$ cat config.mk
export PLATFORM = sky130hd
export DESIGN_NAME = fcal_link
export DESIGN_NICKNAME = d
export VERILOG_FILES = /design/src/common/fcal_pkg.sv /design/src/verilog/fcal_link.sv
export VERILOG_INCLUDE_DIRS = /design/src /design/src/common
export SDC_FILE = /design/constraint.sdc
export NUM_CORES = 1
export LEC_CHECK = 0
export BUFFER_PORTS_ARGS = -buffer_cell sky130_fd_sc_hd__buf_2
export CORE_ASPECT_RATIO = 0.6
export CORE_MARGIN = 2
export CORE_UTILIZATION = 59
export CTS_CLUSTER_DIAMETER = 100
export DETAILED_ROUTE_END_ITERATION = 8
export PLACE_DENSITY = 0.86
export SLEW_MARGIN = 10
export SYNTH_ARGS = -nofsm -noshare
export SYNTH_HDL_FRONTEND = slang
export SYNTH_SLANG_ARGS = --single-unit
$ cat constraint.sdc
create_clock -name ref_clk -period 4.5 [get_ports ref_clk]
set_input_delay 0.675 -clock ref_clk [delete_from_list [all_inputs] [get_ports ref_clk]]
set_output_delay 0.675 -clock ref_clk [all_outputs]
set_load 0.005 [all_outputs]
$ cat src/common/fcal_cfg.svh
// Offsets, field positions, reset values and timing counts of the audio link
`ifndef FCAL_CFG_SVH
`define FCAL_CFG_SVH

`define FCAL_OFS_CTRL 5'h00
`define FCAL_OFS_STATUS 5'h04
`define FCAL_OFS_IRQ_STAT 5'h08
`define FCAL_OFS_IRQ_MASK 5'h0c

`define FCAL_CTRL_RST 8'h00
`define FCAL_MASK_RST 4'h0
`define FCAL_PIN_RST 5'h18
`define FCAL_B_EN 0
`define FCAL_B_TDM 1
`define FCAL_B_RATE 2
`define FCAL_B_LANE2 4
`define FCAL_B_MCLK 5

`define FCAL_I_UNDER 0
`define FCAL_I_FAULT 1
`define FCAL_I_WARN 2
`define FCAL_I_FRAME 3

`define FCAL_CLK_HZ 64'd100000000
`define FCAL_XTAL_HZ 64'd24576000
`define FCAL_XTAL_ALT_HZ 64'd22579200
`define FCAL_NCO_INC ((2 * `FCAL_XTAL_HZ << 32) / `FCAL_CLK_HZ)
`define FCAL_NCO_INC_ALT ((2 * `FCAL_XTAL_ALT_HZ << 32) / `FCAL_CLK_HZ)

`define FCAL_DIV_FAST 4'd4
`define FCAL_DIV_SLOW 4'd8
`define FCAL_DIV_TDM 4'd1
`define FCAL_SAMPLE_BITS 5'd24
`define FCAL_I2S_LAST 9'd63
`define FCAL_TDM_LAST_FAST 9'd255
`define FCAL_TDM_LAST_SLOW 9'd511

`endif

$ cat src/common/fcal_pkg.sv
// Types shared by the four-channel audio link
package fcal_pkg;

	typedef struct packed {
		logic [23:0] fl;
		logic [23:0] fr;
		logic [23:0] rl;
		logic [23:0] rr;
	} fcal_frame_t;

	typedef struct packed {
		logic [4:0] address;
		logic read;
		logic write;
		logic [31:0] writedata;
	} fcal_avs_req_t;

	typedef struct packed {
		logic [31:0] readdata;
		logic waitrequest;
	} fcal_avs_rsp_t;

	typedef enum logic [1:0] {
		FCAL_RATE_96K = 2'h0,
		FCAL_RATE_48K = 2'h1,
		FCAL_RATE_44K = 2'h2
	} fcal_rate_t;

endpackage : fcal_pkg

$ cat src/verilog/fcal_link.sv
// Four-channel serial audio link master with clock buffer and amplifier pins
`timescale 1ns/1ns
`include "fcal_cfg.svh"

module fcal_link (
	input wire logic ref_clk,
	input wire logic rst_n,
	input wire fcal_pkg::fcal_avs_req_t avs_req,
	output fcal_pkg::fcal_avs_rsp_t avs_rsp,
	output logic irq,
	input wire fcal_pkg::fcal_frame_t frame_in,
	input wire logic frame_valid,
	output logic frame_ready,
	output logic bit_clock,
	output logic word_clock,
	output logic primary_data_lane,
	output logic secondary_data_lane,
	output logic multiply_select,
	output logic master_clock,
	input wire logic standby_request_low,
	input wire logic mute_request_low,
	input wire logic fault_cond,
	input wire logic clip_event,
	input wire logic overtemp_warn,
	output logic fault_flag_low_o,
	output logic fault_flag_low_oe,
	output logic warning_flag_low_o,
	output logic warning_flag_low_oe,
	output fcal_pkg::fcal_frame_t amp_drive,
	output logic amp_standby
);
	import fcal_pkg::*;

	// Serial bit for position pos of a slot, sent one bit late
	function automatic logic slot_bit(input logic [23:0] word, input logic [4:0] pos);
		logic [4:0] idx;
		idx = `FCAL_SAMPLE_BITS - pos;
		if (pos == 5'h00 || pos > `FCAL_SAMPLE_BITS)
			slot_bit = 1'b0;
		else
			slot_bit = word[idx];
	endfunction : slot_bit

	// Pin synchronisers
	logic [4:0] pin_meta;
	logic [4:0] pin_sync;
	always_ff @(posedge ref_clk or negedge rst_n) begin
		if (!rst_n) begin
			// Requests released, conditions clear: no false onset after reset
			pin_meta <= `FCAL_PIN_RST;
			pin_sync <= `FCAL_PIN_RST;
		end else begin
			pin_meta <= {standby_request_low, mute_request_low, fault_cond, clip_event, overtemp_warn};
			pin_sync <= pin_meta;
		end
	end

	wire standby_s = ~pin_sync[4];
	wire mute_s = ~pin_sync[3];
	wire fault_s = pin_sync[2];
	wire warn_s = pin_sync[1] | pin_sync[0];

	// Registers
	logic [7:0] ctrl;
	logic [3:0] irq_stat;
	logic [3:0] irq_mask;
	logic ack;
	logic [31:0] rdata;

	wire req = avs_req.read | avs_req.write;
	wire wr_hit = avs_req.write & ack;
	wire sel_ctrl = avs_req.address == `FCAL_OFS_CTRL;
	wire sel_stat = avs_req.address == `FCAL_OFS_STATUS;
	wire sel_istat = avs_req.address == `FCAL_OFS_IRQ_STAT;
	wire sel_imask = avs_req.address == `FCAL_OFS_IRQ_MASK;

	wire link_en = ctrl[`FCAL_B_EN];
	wire tdm = ctrl[`FCAL_B_TDM];
	wire lane2_en = ctrl[`FCAL_B_LANE2];
	wire mclk_en = ctrl[`FCAL_B_MCLK];
	wire fcal_rate_t rate = fcal_rate_t'(ctrl[`FCAL_B_RATE +: 2]);

	logic [3:0] irq_set;
	logic [31:0] status_word;
	logic [31:0] next_rdata;

	assign status_word = {27'h0, warn_s, fault_s, mute_s, standby_s, link_en};
	assign next_rdata = sel_ctrl ? {24'h0, ctrl} :
		sel_stat ? status_word :
		sel_istat ? {28'h0, irq_stat} :
		sel_imask ? {28'h0, irq_mask} : 32'h0;

	always_ff @(posedge ref_clk or negedge rst_n) begin
		if (!rst_n) begin
			ack <= 1'b0;
			rdata <= 32'h0;
		end else begin
			ack <= req & ~ack;
			rdata <= next_rdata;
		end
	end

	assign avs_rsp = '{readdata: rdata, waitrequest: req & ~ack};

	always_ff @(posedge ref_clk or negedge rst_n) begin
		if (!rst_n) begin
			ctrl <= `FCAL_CTRL_RST;
			irq_mask <= `FCAL_MASK_RST;
		end else if (wr_hit) begin
			if (sel_ctrl)
				ctrl <= avs_req.writedata[7:0];
			if (sel_imask)
				irq_mask <= avs_req.writedata[3:0];
		end
	end

	// Set wins over a same-cycle write-one clear
	wire [3:0] irq_clr = (wr_hit && sel_istat) ? avs_req.writedata[3:0] : 4'h0;
	always_ff @(posedge ref_clk or negedge rst_n) begin
		if (!rst_n)
			irq_stat <= 4'h0;
		else
			irq_stat <= (irq_stat & ~irq_clr) | irq_set;
	end

	assign irq = |(irq_stat & irq_mask);

	// Crystal edge ticks from a phase accumulator; jitter is one ref_clk period
	logic [31:0] nco;
	logic tick;
	wire [31:0] nco_inc = (rate == FCAL_RATE_44K) ? 32'(`FCAL_NCO_INC_ALT) : 32'(`FCAL_NCO_INC);
	wire [32:0] nco_sum = {1'b0, nco} + {1'b0, nco_inc};

	always_ff @(posedge ref_clk or negedge rst_n) begin
		if (!rst_n) begin
			nco <= 32'h0;
			tick <= 1'b0;
		end else begin
			nco <= nco_sum[31:0];
			tick <= nco_sum[32];
		end
	end

	// Crystal ticks per bit clock half period
	logic [3:0] div_half;
	always_comb begin
		unique case (rate)
			FCAL_RATE_96K: div_half = `FCAL_DIV_FAST;
			FCAL_RATE_48K: div_half = `FCAL_DIV_SLOW;
			FCAL_RATE_44K: div_half = `FCAL_DIV_SLOW;
			default: div_half = `FCAL_DIV_FAST;
		endcase
		if (tdm)
			div_half = `FCAL_DIV_TDM;
	end

	logic [3:0] tcnt;
	wire half_done = tick && (tcnt == div_half - 4'd1);
	wire bclk_fall = half_done && bit_clock;

	always_ff @(posedge ref_clk or negedge rst_n) begin
		if (!rst_n) begin
			tcnt <= 4'h0;
			bit_clock <= 1'b0;
		end else if (!link_en) begin
			tcnt <= 4'h0;
			bit_clock <= 1'b0;
		end else if (tick) begin
			tcnt <= half_done ? 4'h0 : tcnt + 4'd1;
			if (half_done)
				bit_clock <= ~bit_clock;
		end
	end

	// Clock buffer: quadruple in two-channel mode, pass-through in TDM
	assign multiply_select = ~tdm;
	wire m4_hit = tick && (div_half == `FCAL_DIV_FAST || tcnt[0]);
	logic mclk_x4;

	always_ff @(posedge ref_clk or negedge rst_n) begin
		if (!rst_n)
			mclk_x4 <= 1'b0;
		else if (!link_en)
			mclk_x4 <= 1'b0;
		else if (m4_hit)
			mclk_x4 <= ~mclk_x4;
	end

	always_ff @(posedge ref_clk or negedge rst_n) begin
		if (!rst_n)
			master_clock <= 1'b0;
		else if (!mclk_en)
			master_clock <= 1'b0;
		else
			master_clock <= multiply_select ? mclk_x4 : bit_clock;
	end

	// Bit position within the frame, advanced on falling bit clock
	logic [8:0] bpos;
	wire [8:0] frame_last = !tdm ? `FCAL_I2S_LAST :
		(rate == FCAL_RATE_96K) ? `FCAL_TDM_LAST_FAST : `FCAL_TDM_LAST_SLOW;
	wire wrap = bpos == frame_last;
	wire [8:0] next_bpos = wrap ? 9'h0 : bpos + 9'd1;
	wire frame_start = bclk_fall && wrap;

	// Frame taken as the new frame begins shifting
	assign frame_ready = frame_start;

	fcal_frame_t cur;
	always_ff @(posedge ref_clk or negedge rst_n) begin
		if (!rst_n) begin
			bpos <= 9'h0;
			cur <= '0;
		end else if (!link_en) begin
			bpos <= frame_last;
			cur <= '0;
		end else if (bclk_fall) begin
			bpos <= next_bpos;
			if (wrap)
				cur <= frame_valid ? frame_in : '0;
		end
	end

	// Lane contents for the coming bit
	wire [4:0] npos = next_bpos[4:0];
	wire right_half = next_bpos[5];
	wire [1:0] tdm_slot = next_bpos[6:5];
	wire fcal_frame_t nframe = wrap ? (frame_valid ? frame_in : '0) : cur;

	logic [23:0] word_a;
	logic [23:0] word_b;
	always_comb begin
		word_a = right_half ? nframe.fr : nframe.fl;
		word_b = right_half ? nframe.rr : nframe.rl;
		if (tdm) begin
			unique case (tdm_slot)
				2'h0: word_a = nframe.fl;
				2'h1: word_a = nframe.fr;
				2'h2: word_a = nframe.rl;
				2'h3: word_a = nframe.rr;
			endcase
			if (next_bpos[8:7] != 2'h0)
				word_a = 24'h0;
			word_b = 24'h0;
		end
	end

	wire next_wclk = tdm ? (next_bpos == 9'h0) : right_half;
	wire next_lane_a = slot_bit(word_a, npos);
	wire next_lane_b = lane2_en & slot_bit(word_b, npos);

	// All lane outputs change with the falling bit clock edge
	always_ff @(posedge ref_clk or negedge rst_n) begin
		if (!rst_n) begin
			word_clock <= 1'b0;
			primary_data_lane <= 1'b0;
			secondary_data_lane <= 1'b0;
		end else if (!link_en) begin
			word_clock <= 1'b0;
			primary_data_lane <= 1'b0;
			secondary_data_lane <= 1'b0;
		end else if (bclk_fall) begin
			word_clock <= next_wclk;
			primary_data_lane <= next_lane_a;
			secondary_data_lane <= next_lane_b;
		end
	end

	// Amplifier side: mute only zeroes the drive, the frame keeps updating
	wire silent = mute_s | standby_s;
	always_ff @(posedge ref_clk or negedge rst_n) begin
		if (!rst_n) begin
			amp_drive <= '0;
			amp_standby <= 1'b1;
		end else begin
			amp_standby <= standby_s;
			amp_drive <= silent ? '0 : cur;
		end
	end

	// Open-drain flags pull low while the condition holds
	assign fault_flag_low_o = 1'b0;
	assign warning_flag_low_o = 1'b0;
	always_ff @(posedge ref_clk or negedge rst_n) begin
		if (!rst_n) begin
			fault_flag_low_oe <= 1'b0;
			warning_flag_low_oe <= 1'b0;
		end else begin
			fault_flag_low_oe <= fault_s;
			warning_flag_low_oe <= warn_s;
		end
	end

	// Events: underrun, fault and warning onset, frame start
	always_comb begin
		irq_set = 4'h0;
		irq_set[`FCAL_I_UNDER] = frame_start & ~frame_valid;
		irq_set[`FCAL_I_FAULT] = fault_s & ~fault_flag_low_oe;
		irq_set[`FCAL_I_WARN] = warn_s & ~warning_flag_low_oe;
		irq_set[`FCAL_I_FRAME] = frame_start;
	end

endmodule : fcal_link

# Yosys cells after proc, flatten, opt, wreduce, memory -nomap -nowiden
# Cells that the tools add are included.
# W data, S select, Z words.
[classes]
n_eq_ne = 15
bitwise_logic = 22
n_reduce_logical = 18
n_addsub = 5
muxes = 47
n_lt_le_gt_ge = 2
[op_table]
columns = ["op", "n"]
rows = [
  ["$mux W96", 5],
  ["$mux W24", 5],
  ["$pmux W24 S4", 1],
  ["$mux W9", 5],
  ["$add A32 B31 Y33", 1],
  ["$mux W4", 8],
  ["$mux W28", 1],
  ["$mux W1", 18],
  ["$bmux W1 S5", 2],
  ["$eq A5 B4 Y1 const B", 2],
  ["$logic_not A5 Y1", 2],
  ["$add A9 B1 Y9 const B", 1],
  ["$eq A9 B9 Y1", 1],
  ["$logic_not A9 Y1", 1],
  ["$not A1 Y1", 9],
  ["$and A4 B4 Y4", 2],
  ["$mux W8", 1],
  ["$ne A2 B1 Y1 const B", 4],
  ["$and A1 B1 Y1", 6],
  ["$eq A2 B2 Y1 const B", 3],
  ["$lt A5 B6 Y1 const B", 1],
  ["$reduce_and A2 Y1", 3],
  ["$eq A5 B3 Y1 const B", 1],
  ["$gt A5 B5 Y1 const B", 1],
  ["16 further kinds", 25],
]
[totals]
out_inout_bits = 142
reg_bits = 282
wordCells = 137
in_bits = 143

# Depth between registers and ports, before layout
# Gate-level depths: netlist of run 1.
[logic_depth]
depth_word = 14
depth_mapped = 14
ltp_nobuf = 13

# Least setup slack after synthesis of run 1
# No wires, ideal clock.
[synth_path]
kind = "register to register"
startpoint = "reg bpos[0]"
endpoint = "reg primary_data_lane"
period_less_slack_ns = 2.825
setup_time_ns = 0.132
path_slack_ns = 1.675
t_arrival_ns = 2.693
path_buffers = 0
t_required_ns = 4.368
stages_incl_launch_ff = 11
path_cell_list = "dfrtp_1 -> ha_1 -> and4_1 -> a21oi_1 -> nor3_4 -> nor2_2 -> mux2_2 -> a221oi_1 -> o31ai_1 -> a21oi_1 -> o41ai_2"
[synth_between]
elab_chain_len = 11
word_cells_on_any_way = 22
classes_between = "2 x add/sub; 1 x order compare; 4 x eq/ne; 11 x mux; 4 x reduce/logical"
[synth_rtl]
columns = ["element", "line_no", "rtl"]
rows = [
  ["start: declaration", "fcal_link.sv:199", "logic [8:0] bpos;"],
  ["start signal: assignment", "fcal_link.sv:215", "bpos <= frame_last;"],
  ["start signal: assignment", "fcal_link.sv:218", "bpos <= next_bpos;"],
  ["$add A9 B1 Y9 or $eq A9 B9 Y1 (tied branches)", "fcal_link.sv:203, fcal_link.sv:202", ""],
  ["$mux W9", "fcal_link.sv:203", "wire [8:0] next_bpos = wrap ? 9'h0 : bpos + 9'd1;"],
  ["$eq A2 B2 Y1 (tied with other cells)", "fcal_link.sv:236", "unique case (tdm_slot)"],
  ["$pmux W24 S4", "fcal_link.sv:236", ""],
  ["$mux W24", "fcal_link.sv:242", "if (next_bpos[8:7] != 2'h0)"],
  ["$mux W24", "fcal_link.sv:235", "if (tdm) begin"],
  ["$bmux W1 S5", "fcal_link.sv:41", "slot_bit = word[idx];"],
  ["$mux W1 (not written as such)", "fcal_link.sv:41", ""],
  ["$mux W1 *", "fcal_link.sv:38", "if (pos == 5'h00 || pos > `FCAL_SAMPLE_BITS)"],
  ["$mux W1 *", "fcal_link.sv:262", "end else if (bclk_fall) begin"],
  ["$mux W1 *", "fcal_link.sv:258", "end else if (!link_en) begin"],
  ["end signal: assignment", "fcal_link.sv:264", "primary_data_lane <= next_lane_a;"],
  ["end: declaration", "fcal_link.sv:16", "output logic primary_data_lane,"],
]
# Every way passes the cells marked *; elsewhere a longest branch is shown, timed or not. The select of a mux whose other input is x is not followed.
# A chain may end at the register's enable or synchronous reset.

# Worst setup path after layout of run 1
[layout_path]
startpoint = "reg bpos[1]"
endpoint = "out frame_ready"
[layout_between]
elab_chain_len = 2
[layout_rtl]
columns = ["element", "line_no", "rtl"]
rows = [
  ["$eq A9 B9 Y1", "fcal_link.sv:202", "wire wrap = bpos == frame_last;"],
  ["$logic_and A1 B1 Y1", "fcal_link.sv:204", "wire frame_start = bclk_fall && wrap;"],
  ["end: declaration", "fcal_link.sv:13", "output logic frame_ready,"],
]
# Every way passes these cells.

==> impl_metrics.toml, run 1 <==
[pwr]
p_sw_uw = 4070
combinationalPowerShare_pct = 42.5
power.switching_fraction_pct = 40.5
worst_ir_drop_vdd_uv = 454
power_report.internal_total_uw = 5970
power_frac_clock_pct = 25.6
powerDensity_mw_per_mm2 = 660
power.leakage_uw = 0.00784
seq_power_share_pct = 31.9

[routing]
wl_per_cell_um = 21.6
remaining_design_rule_violation_count = 0
detailedRoute.firstIterationViolations = 1112
number_of_detailed_routing_iterations_run_before_antenna_repair = 6
antenna_left = 0
met3WireLength_um = 4300
detail_route.vias_per_cell = 6.31
routed-wl-met2_um = 16100
detail_route.wirelength_um = 36900
wirelength_met1_um = 15700
highest-signal-layer = "met5"
num_vias = 10800

[floorplanning]
placementRows = 41
num_io_pins = 285
die-width_um = 195
starting_density_of_the_core_pct = 60.8
design.core.area_mm2 = 0.0212
fp.dieArea_mm2 = 0.0231
die_height_um = 119

[sta]
timing.setup.tns_ns = 0
min_period_over_period_pct = 94.7
hold_violations = 0
tightestPinTransition_ns = 1.18
fin_crit_ns = 4.26
setup_violations = 0
setup_ws_ns = 0.237
clock.fmax_mhz = 235
max_slew_margin_pct = 20.3
setup_repair_after_global_routing_missed_its_margin = "false"
timing.final.max_slew_violations = 0
clock_tree_skew_after_final_layout_ns = 0.0131

[finish]
finish.instance_area_mm2 = 0.0152
post_route_cells_drive_above_1_share_pct = 24.3
area_delta_synth_final_pct = 17.9
layout.cells.most_common = "sky130_fd_sc_hd__dfrtp_1"
most-common-layout-cells = "sky130_fd_sc_hd__dfrtp_1, sky130_fd_sc_hd__buf_2, sky130_fd_sc_hd__nand2_1"
layoutNonFillerInstCount = 1711
final_net_count = 1578

[synthesis]
warning_count_from_the_yosys_run = 0
synth_top_cells_by_area = "sky130_fd_sc_hd__dfrtp_1, sky130_fd_sc_hd__and3_1, sky130_fd_sc_hd__a22o_1"
synth_cells = 1208
ys_seq_elements = 282
synth.largest_area_cell = "sky130_fd_sc_hd__dfrtp_1"
synth_seq_area_share_pct = 54.7
post_synth_edffs = 0
synth_top_flop_cell = "sky130_fd_sc_hd__dfrtp_1"
syn_area_mm2 = 0.0129
postSynth.asyncResetShare_pct = 100
yosysTopAreaCellShare_pct = 53.7
synthDistinctLibCells = 79
avgSynthCellArea_um2 = 10.7

[clock_network]
cts_post_setup_buffers_inserted = 0
clk_transition_reported_paths_ns = 0.07
max-clock-path-buffers = 3
cts-root-buf = "sky130_fd_sc_hd__clkbuf_16"
tritoncts_buffer_count = 25
total_number_of_h_tree_levels = 1
tritoncts_num_sinks = 282
clock_tree_from_tritoncts = "yes"
worst_skew_pair.late_latency_ns = 0.53
hold_buffers = 0
post_cts_repair_resize_count = 0

[worst_setup_path]
worst_ep_arrival_time_ns = 3.59
highest_fanout_seen_on_the_critical_path = 21
path_class = "register to primary output"
start_kind = "register"
worstPathRequired_ns = 3.83
critical_path.endpoint_type = "primary output"

[global_route]
grt_first_pass_wirelength_um = 57700
grtUsageTotal_pct = 31.9
grt_pass1_vias = 10200
grt_antenna_before_repair = 2
grt_max_degree = 117
overflow = 0

[min_path]
min_path_type = "input pin to async pin"

[run]
maxCapViolations = 0

[placement]
placedCellCount = 1666
globalplace.congestion = 0.973
place.detailed.hpwl_um = 25200
placed_cell_area_mm2 = 0.0142
pre_cts_slack_ns = 0.675
io_buffers = 234

[status]
run_status = "finished clean"
kinds of logic after synthesis:
logic type	synth area share [%]
AND/OR/NAND/NOR	16.2
multiplexers	3.13
flip-flops	54.7
buffers and inverters	4.99
adder cells (fa/ha/maj)	2.09
AO/OA/AOI/OAI	16.1
XOR/XNOR	2.71
other	0.0291
flip-flops by register name (all words and copies together) (netlist names):
register / count
fault_flag_low_oe: 1
ack: 1
word_clock: 1
bit_clock: 1
secondary_data_lane: 1
ctrl: 8
irq_stat: 4
irq_mask: 4
tick: 1
tcnt: 4
pin_sync: 5
amp_standby: 1
amp_drive: 96
cur: 96
rdata: 8
master_clock: 1
primary_data_lane: 1
warning_flag_low_oe: 1
mclk_x4: 1
pin_meta: 5
nco: 32
bpos: 9
through the flow:
step	util (%)	hold slack [ns]	total power (uW)
after global placement	67.0	0.334	7190
after floorplan	-	0.331	6070
after global routing	71.6	0.239	10600
after CTS	71.6	0.240	9900
after detailed placement	67.0	0.336	7320
final	71.6	0.212	10000
final cells by class:
| type | instances | area, um2 |
|---|---|---|
| Tap cell | 279 | 349 |
| Timing Repair Buffer | 260 | 1410 |
| Antenna cell | 1 | 2.50 |
| Multi-Input combinational cell | 819 | 5300 |
| Inverter | 26 | 97.6 |
| Clock buffer | 28 | 647 |
| Sequential cell | 282 | 7060 |
| Fill cell | 1560 | 6030 |
| Clock inverter | 16 | 340 |
metal layers:
layer  GRT usage [%]  up-vias
met1            48.5     5310
met5               0        -
met4            6.97        2
met2            46.6      679
li1                -     4742
met3            7.76       68
cell usage after synthesis (5+ instances only):
library cell	n
sky130_fd_sc_hd__dfrtp_1	277
sky130_fd_sc_hd__clkbuf_1	49
sky130_fd_sc_hd__xnor2_1	25
sky130_fd_sc_hd__and2_1	10
sky130_fd_sc_hd__nor2b_1	7
sky130_fd_sc_hd__mux2i_1	19
sky130_fd_sc_hd__a21o_1	5
sky130_fd_sc_hd__a31oi_1	8
sky130_fd_sc_hd__buf_4	33
sky130_fd_sc_hd__xor2_1	13
sky130_fd_sc_hd__o31ai_1	6
sky130_fd_sc_hd__a311oi_1	6
sky130_fd_sc_hd__a21oi_1	84
sky130_fd_sc_hd__o22ai_1	5
sky130_fd_sc_hd__and3_1	102
sky130_fd_sc_hd__nor3_1	20
sky130_fd_sc_hd__dfstp_2	5
sky130_fd_sc_hd__a22oi_1	5
sky130_fd_sc_hd__inv_1	25
sky130_fd_sc_hd__buf_2	20
sky130_fd_sc_hd__nor2_1	41
sky130_fd_sc_hd__o21ai_0	33
sky130_fd_sc_hd__nand2b_1	8
sky130_fd_sc_hd__a211oi_1	15
sky130_fd_sc_hd__o2111ai_1	6
sky130_fd_sc_hd__nor4_1	5
sky130_fd_sc_hd__nand4_1	8
sky130_fd_sc_hd__o211ai_1	9
sky130_fd_sc_hd__nand3_1	54
sky130_fd_sc_hd__ha_1	20
sky130_fd_sc_hd__a22o_1	62
sky130_fd_sc_hd__nand2_1	120
sky130_fd_sc_hd__mux2_2	13
critical path, cell delays in order, from the launching register on:
cell and delay, ns:
sky130_fd_sc_hd__dfrtp_1 0.48, sky130_fd_sc_hd__ha_1 0.36, sky130_fd_sc_hd__and4_1 0.32, sky130_fd_sc_hd__nand2_1 0.35
sky130_fd_sc_hd__nor2_2 0.51, sky130_fd_sc_hd__buf_4 0.34, sky130_fd_sc_hd__nand2_2 0.09, sky130_fd_sc_hd__inv_2 0.39
sky130_fd_sc_hd__buf_2 0.21
final timing paths:
kind / from / slack, ns / depth (start not counted) / endpoint
max: bpos[1] / 0.24 / 8 / frame_ready
min: rst_n / 0.21 / 1 / amp_drive[73]
max reg2reg: bpos[1] / 0.34 / 9 / primary_data_lane
min reg2reg: pin_meta[1] / 0.35 / 0 / pin_sync[1]
max in group asynchronous: rst_n / 3.29 / 2 / cur[31]
min in group ref_clk: mute_request_low / 0.25 / 1 / pin_meta[3]
power groups by stage:
stage                     Clock [uW]  Combinational (uW)  Sequential, uW
after CTS                       2600                4120            3190
final                           2570                4270            3200
after floorplan                    0                2970            3100
after global routing            2710                4610            3240
after global placement             0                3980            3210
after detailed placement           0                4090            3230
(Power assumes the default switching activity.)
==> run 2, diff against run 1 <==
--- a/config.mk
+++ b/config.mk
@@ -12,6 +12,7 @@
 export CORE_UTILIZATION = 59
 export CTS_CLUSTER_DIAMETER = 100
 export DETAILED_ROUTE_END_ITERATION = 8
+export GPL_TIMING_DRIVEN = 1
 export PLACE_DENSITY = 0.86
 export SLEW_MARGIN = 10
 export SYNTH_ARGS = -nofsm -noshare
==> constraint.sdc (replaced) <==
create_clock -name ref_clk -period 4.5 [get_ports ref_clk]
set_input_delay 0.9 -clock ref_clk [delete_from_list [all_inputs] [get_ports ref_clk]]
set_output_delay 0.9 -clock ref_clk [all_outputs]
set_load 0.005 [all_outputs]
==> run 2 against run 1 <==
  * Critical path depth is 1 higher
  * Die area stayed put
  * Routed wire length shrank 2.0%
  * Via count decreased by 1.7%
  * Sequential power hardly changed
  * Critical path type unchanged
  * Largest power group unchanged
==> impl_metrics.toml, run 2 (synthesis gave the netlist of run 1 again) <==
[sta]
tightestPinTransition_ns = 1.09
clock.fmax_mhz = 234
min_period_over_period_pct = 95.0
max_slew_margin_pct = 26.3
hold_violations = 0
timing.setup.tns_ns = 0
setup_violations = 0
setup_ws_ns = 0.224
setup_repair_after_global_routing_missed_its_margin = "false"
fin_crit_ns = 4.28
clock_tree_skew_after_final_layout_ns = 0.0132
timing.final.max_slew_violations = 0

[placement]
placedCellCount = 1665
io_buffers = 234
pre_cts_slack_ns = 0.690
globalplace.congestion = 1.01
placed_cell_area_mm2 = 0.0142
place.detailed.hpwl_um = 25000

[clock_network]
max-clock-path-buffers = 3
cts-root-buf = "sky130_fd_sc_hd__clkbuf_16"
clk_transition_reported_paths_ns = 0.06
post_cts_repair_resize_count = 0
worst_skew_pair.late_latency_ns = 0.54
tritoncts_num_sinks = 282
total_number_of_h_tree_levels = 1
tritoncts_buffer_count = 26
clock_tree_from_tritoncts = "yes"
cts_post_setup_buffers_inserted = 0
hold_buffers = 0

[global_route]
grt_max_degree = 118
grt_pass1_vias = 10200
overflow = 0
grt_antenna_before_repair = 1
grt_first_pass_wirelength_um = 56800
grtUsageTotal_pct = 31.2

[floorplanning]
die_height_um = 119
fp.dieArea_mm2 = 0.0231
starting_density_of_the_core_pct = 60.8
die-width_um = 195
num_io_pins = 285
design.core.area_mm2 = 0.0212
placementRows = 41

[finish]
area_delta_synth_final_pct = 16.7
most-common-layout-cells = "sky130_fd_sc_hd__dfrtp_1, sky130_fd_sc_hd__buf_2, sky130_fd_sc_hd__nand2_1"
layoutNonFillerInstCount = 1713
final_net_count = 1578
reg.largest.list = "amp_drive: 96 flops, cur: 96 flops, nco: 32 flops"
finish.instance_area_mm2 = 0.0151
post_route_cells_drive_above_1_share_pct = 23.9
layout.cells.most_common = "sky130_fd_sc_hd__dfrtp_1"

[worst_setup_path]
worst_ep_arrival_time_ns = 3.38
start_kind = "register"
worstPathRequired_ns = 3.60
critical_path.endpoint_type = "primary output"
highest_fanout_seen_on_the_critical_path = 18
path_class = "register to primary output"

[routing]
antenna_left = 0
detailedRoute.firstIterationViolations = 1025
number_of_detailed_routing_iterations_run_before_antenna_repair = 5
detail_route.wirelength_um = 36100
num_vias = 10600
wl_per_cell_um = 21.1
detail_route.vias_per_cell = 6.19
remaining_design_rule_violation_count = 0

[status]
run_status = "finished clean"

[pwr]
power.leakage_uw = 0.00777
powerDensity_mw_per_mm2 = 639
worst_ir_drop_vdd_uv = 412

[min_path]
min_path_type = "register to register"

[run]
maxCapViolations = 0
## run 2: changes by cell type in the layout (fill, tap and decap cells not counted)
cell,change
sky130_fd_sc_hd__bufinv_16,-8
sky130_fd_sc_hd__buf_4,-1
sky130_fd_sc_hd__clkinv_2,+1
sky130_fd_sc_hd__clkinv_4,-1
sky130_fd_sc_hd__clkbuf_1,+7
sky130_fd_sc_hd__inv_6,+1
sky130_fd_sc_hd__clkbuf_8,+1
sky130_fd_sc_hd__clkbuf_16,+2
## run 2: path summary, 6_finish.rpt
| path | end | slack (ns) | startpoint | cells after the start |
|---|---|---|---|---|
| setup / recovery | frame_ready | 0.22 | ctrl[1] | 9 |
| hold / removal | pin_sync[1] | 0.35 | pin_meta[1] | 0 |
| setup reg to reg | primary_data_lane | 0.38 | bpos[1] | 9 |
| hold reg to reg | pin_sync[1] | 0.35 | pin_meta[1] | 0 |
| max in group asynchronous | pin_meta[3] | 3.12 | rst_n | 2 |
| min in group asynchronous | cur[92] | 0.44 | rst_n | 1 |
## run 2: layout make-up
class,count,area [um2]
sequential,282,7060
timing repair buffer,259,1410
inverter,26,97.6
antenna,1,2.50
clock inverter,9,105
multi-input combinational,819,5300
fill,1543,6180
tap,279,349
clock buffer,38,737
## run 2: power breakdown
group          total, uW  internal (uW)  switching (uW)
sequential          3200           2860             337
combinational       4210           1490            2720
clock               2210           1250             957
## run 2: worst max-delay path, stage by stage, from the launching register on
cell and delay, ns:
sky130_fd_sc_hd__dfrtp_1 0.66, sky130_fd_sc_hd__inv_1 0.21, sky130_fd_sc_hd__or4_1 0.56, sky130_fd_sc_hd__o21ai_1 0.13
sky130_fd_sc_hd__nor3b_4 0.35, sky130_fd_sc_hd__and2_1 0.17, sky130_fd_sc_hd__buf_4 0.16, sky130_fd_sc_hd__nand2_2 0.07
sky130_fd_sc_hd__inv_2 0.33, sky130_fd_sc_hd__buf_2 0.19
## run 2: per-stage QoR
| stage | power [uW] | util, % | hold WS, ns |
|---|---|---|---|
| after detailed placement | 7250 | 66.9 | 0.336 |
| final | 9620 | 70.9 | 0.352 |
| after global placement | 7110 | 66.9 | 0.333 |
| after floorplan | 6070 | - | 0.331 |
| after global routing | 10100 | 70.9 | 0.363 |
| after CTS | 9470 | 70.9 | 0.350 |
## run 2: routing by layer
layer	vias up	GRT usage [%]	share of wire [%]	wire length, um
met4	2	7.54	2.5	898
li1	4723	-	-	-
met1	5189	46.5	43	15500
met3	81	8.88	12	4170
met5	-	3.05	0.26	93
met2	617	44.8	43	15500
==> run 3, diff against run 2 <==
--- a/config.mk
+++ b/config.mk
@@ -9,11 +9,10 @@
 export BUFFER_PORTS_ARGS = -buffer_cell sky130_fd_sc_hd__buf_2
 export CORE_ASPECT_RATIO = 0.6
 export CORE_MARGIN = 2
-export CORE_UTILIZATION = 59
+export CORE_UTILIZATION = 36
 export CTS_CLUSTER_DIAMETER = 100
 export DETAILED_ROUTE_END_ITERATION = 8
 export GPL_TIMING_DRIVEN = 1
-export PLACE_DENSITY = 0.86
 export SLEW_MARGIN = 10
 export SYNTH_ARGS = -nofsm -noshare
 export SYNTH_HDL_FRONTEND = slang
==> run 3 against run 2 <==
  * Clock skew shrank 0.00099 ns
  * Final area is 2.4% higher
  * Worst setup slack better by 0.065 ns
  * Die area up 62%
  * First-iteration DRC count decreased by 5.1%
  * Clock power rose by 8%
  * Non-clock buffer count is 4 higher
  * Largest power group unchanged
  * Core utilization decreased by 27 points
  * Clock-buffer cell count is 1 higher
  * Hold slack worse by 0.0016 ns
==> impl_metrics.toml, run 3 (synthesis gave the netlist of run 1 again) <==
[clock_network]
tritoncts_num_sinks = 282
total_number_of_h_tree_levels = 1
cts-root-buf = "sky130_fd_sc_hd__clkbuf_16"
max-clock-path-buffers = 3
clock_tree_from_tritoncts = "yes"
worst_skew_pair.late_latency_ns = 0.57
clk_transition_reported_paths_ns = 0.07
cts_post_setup_buffers_inserted = 0
tritoncts_buffer_count = 28

[pwr]
p_sw_uw = 4180
power_frac_clock_pct = 24.0
power.switching_fraction_pct = 42.2
finalPower_uw = 9910
seq_power_share_pct = 32.0
worst_ir_drop_vdd_uv = 369
power_report.internal_total_uw = 5730
combinationalPowerShare_pct = 44.0
powerDensity_mw_per_mm2 = 643
power.leakage_uw = 0.00783

[sta]
clock.fmax_mhz = 237
setup_repair_after_global_routing_missed_its_margin = "false"
timing.setup.tns_ns = 0
timing.hold.ws_ns = 0.350
fin_crit_ns = 4.21
clock_tree_skew_after_final_layout_ns = 0.0122
tightestPinTransition_ns = 1.01
max_slew_margin_pct = 32.7
setup_ws_ns = 0.288
min_period_over_period_pct = 93.6
setup_violations = 0
hold_violations = 0
timing.final.max_slew_violations = 0

[floorplanning]
die-width_um = 248
placementRows = 53
design.core.area_mm2 = 0.0351
fp.dieArea_mm2 = 0.0374
num_io_pins = 285
starting_density_of_the_core_pct = 36.7
die_height_um = 151

[worst_setup_path]
worst_ep_arrival_time_ns = 3.31
start_kind = "register"
critical_path.endpoint_type = "primary output"
worstPathRequired_ns = 3.60
path_class = "register to primary output"
highest_fanout_seen_on_the_critical_path = 20

[finish]
post_route_cells_drive_above_1_share_pct = 24.6
seq_area_mm2 = 0.00706
reg.largest.list = "amp_drive: 96 flops, cur: 96 flops, nco: 32 flops"
area_delta_synth_final_pct = 19.5
most-common-layout-cells = "sky130_fd_sc_hd__dfrtp_1, sky130_fd_sc_hd__buf_2, sky130_fd_sc_hd__nand2_1"
finish.instance_area_mm2 = 0.0154
final_net_count = 1584
layout.cells.most_common = "sky130_fd_sc_hd__dfrtp_1"
multiInputGateArea_mm2 = 0.00530
fillerInstances = 3345

[placement]
globalplace.congestion = 0.953
io_buffers = 234
pre_cts_slack_ns = 0.657
place.detailed.hpwl_um = 28100
placed_cell_area_mm2 = 0.0145

[global_route]
grt_first_pass_wirelength_um = 61000
grt_pass1_vias = 9944
grt_antenna_before_repair = 9
overflow = 0
grtUsageTotal_pct = 20.9
grt_max_degree = 105

[status]
run_status = "finished clean"

[routing]
number_of_detailed_routing_iterations_run_before_antenna_repair = 6
detail_route.vias_per_cell = 5.49
antenna_left = 0
num_vias = 10500
remaining_design_rule_violation_count = 0
detail_route.wirelength_um = 40000
wl_per_cell_um = 20.9
detailedRoute.firstIterationViolations = 973

[run]
maxCapViolations = 0

[min_path]
min_path_type = "register to register"
-- run 3: changes by cell type in the layout (fill, tap and decap cells not counted), sizes merged --
cell | before | now
buf | 259 | 263
diode | 1 | 7
clkbuf | 38 | 39
clkinv | 6 | 9
clkinvlp | 1 | 2
-- run 3: repair_timing --
action / 4_1_cts / 5_1_grt
resized for setup: 0 / 1
hold buffers: 0 / 0
endpoints found under the setup margin: 0 / 1
-- run 3: path summary, 6_finish.rpt --
path                              from           endpoint  slack (ns)  cells past startpoint
setup / recovery               bpos[1]        frame_ready        0.29                      7
min in group asynchronous        rst_n      amp_drive[71]        0.37                      1
setup reg to reg               bpos[1]  primary_data_lane        0.59                     10
max in group asynchronous        rst_n             nco[1]        3.12                      2
hold reg to reg            pin_meta[1]        pin_sync[1]        0.35                      0
hold / removal             pin_meta[1]        pin_sync[1]        0.35                      0
-- run 3: critical path, stage by stage, from the launching register on --
cell	delay, ns
sky130_fd_sc_hd__dfrtp_1	0.46
sky130_fd_sc_hd__ha_1	0.35
sky130_fd_sc_hd__and4_1	0.35
sky130_fd_sc_hd__nand2_1	0.36
sky130_fd_sc_hd__nor2_4	0.50
sky130_fd_sc_hd__nand2_2	0.11
sky130_fd_sc_hd__inv_2	0.38
sky130_fd_sc_hd__buf_2	0.22
-- run 3: area by class of cell --
type / instances / area share, %
flip-flops and latches: 282 / 45.8
multi-input cells: 819 / 34.4
repair buffers: 263 / 9.32
clock buffers: 39 / 5.15
well taps: 467 / 3.79
clock inverters: 13 / 0.779
inverters: 26 / 0.633
diodes: 7 / 0.114
-- run 3: per-layer routing --
metal / share of wire (%) / vias up / GRT usage (%)
met4: 1.4 / 4 / 4.19
li1: - / 4766 / -
met5: 0.072 / - / 0
met2: 42 / 441 / 28.5
met1: 47 / 5268 / 31.9
met3: 10 / 48 / 6.95
-- run 3: stage by stage --
stage / utilization [%] / instances
after floorplan: - / 1233
after global placement: 41.2 / 1857
after detailed placement: 41.2 / 1857
after CTS: 43.8 / 1909
after global routing: 43.9 / 1915
final: 43.9 / 1916
-- run 3: power by group through the flow --
stage,Clock [uW],Sequential [uW],Combinational (uW)
finish,2380,3170,4360
global route,2550,3210,4710
CTS,2430,3170,4240
detailed placement,0,3210,4220
global placement,0,3200,4140
floorplan,0,3100,2970
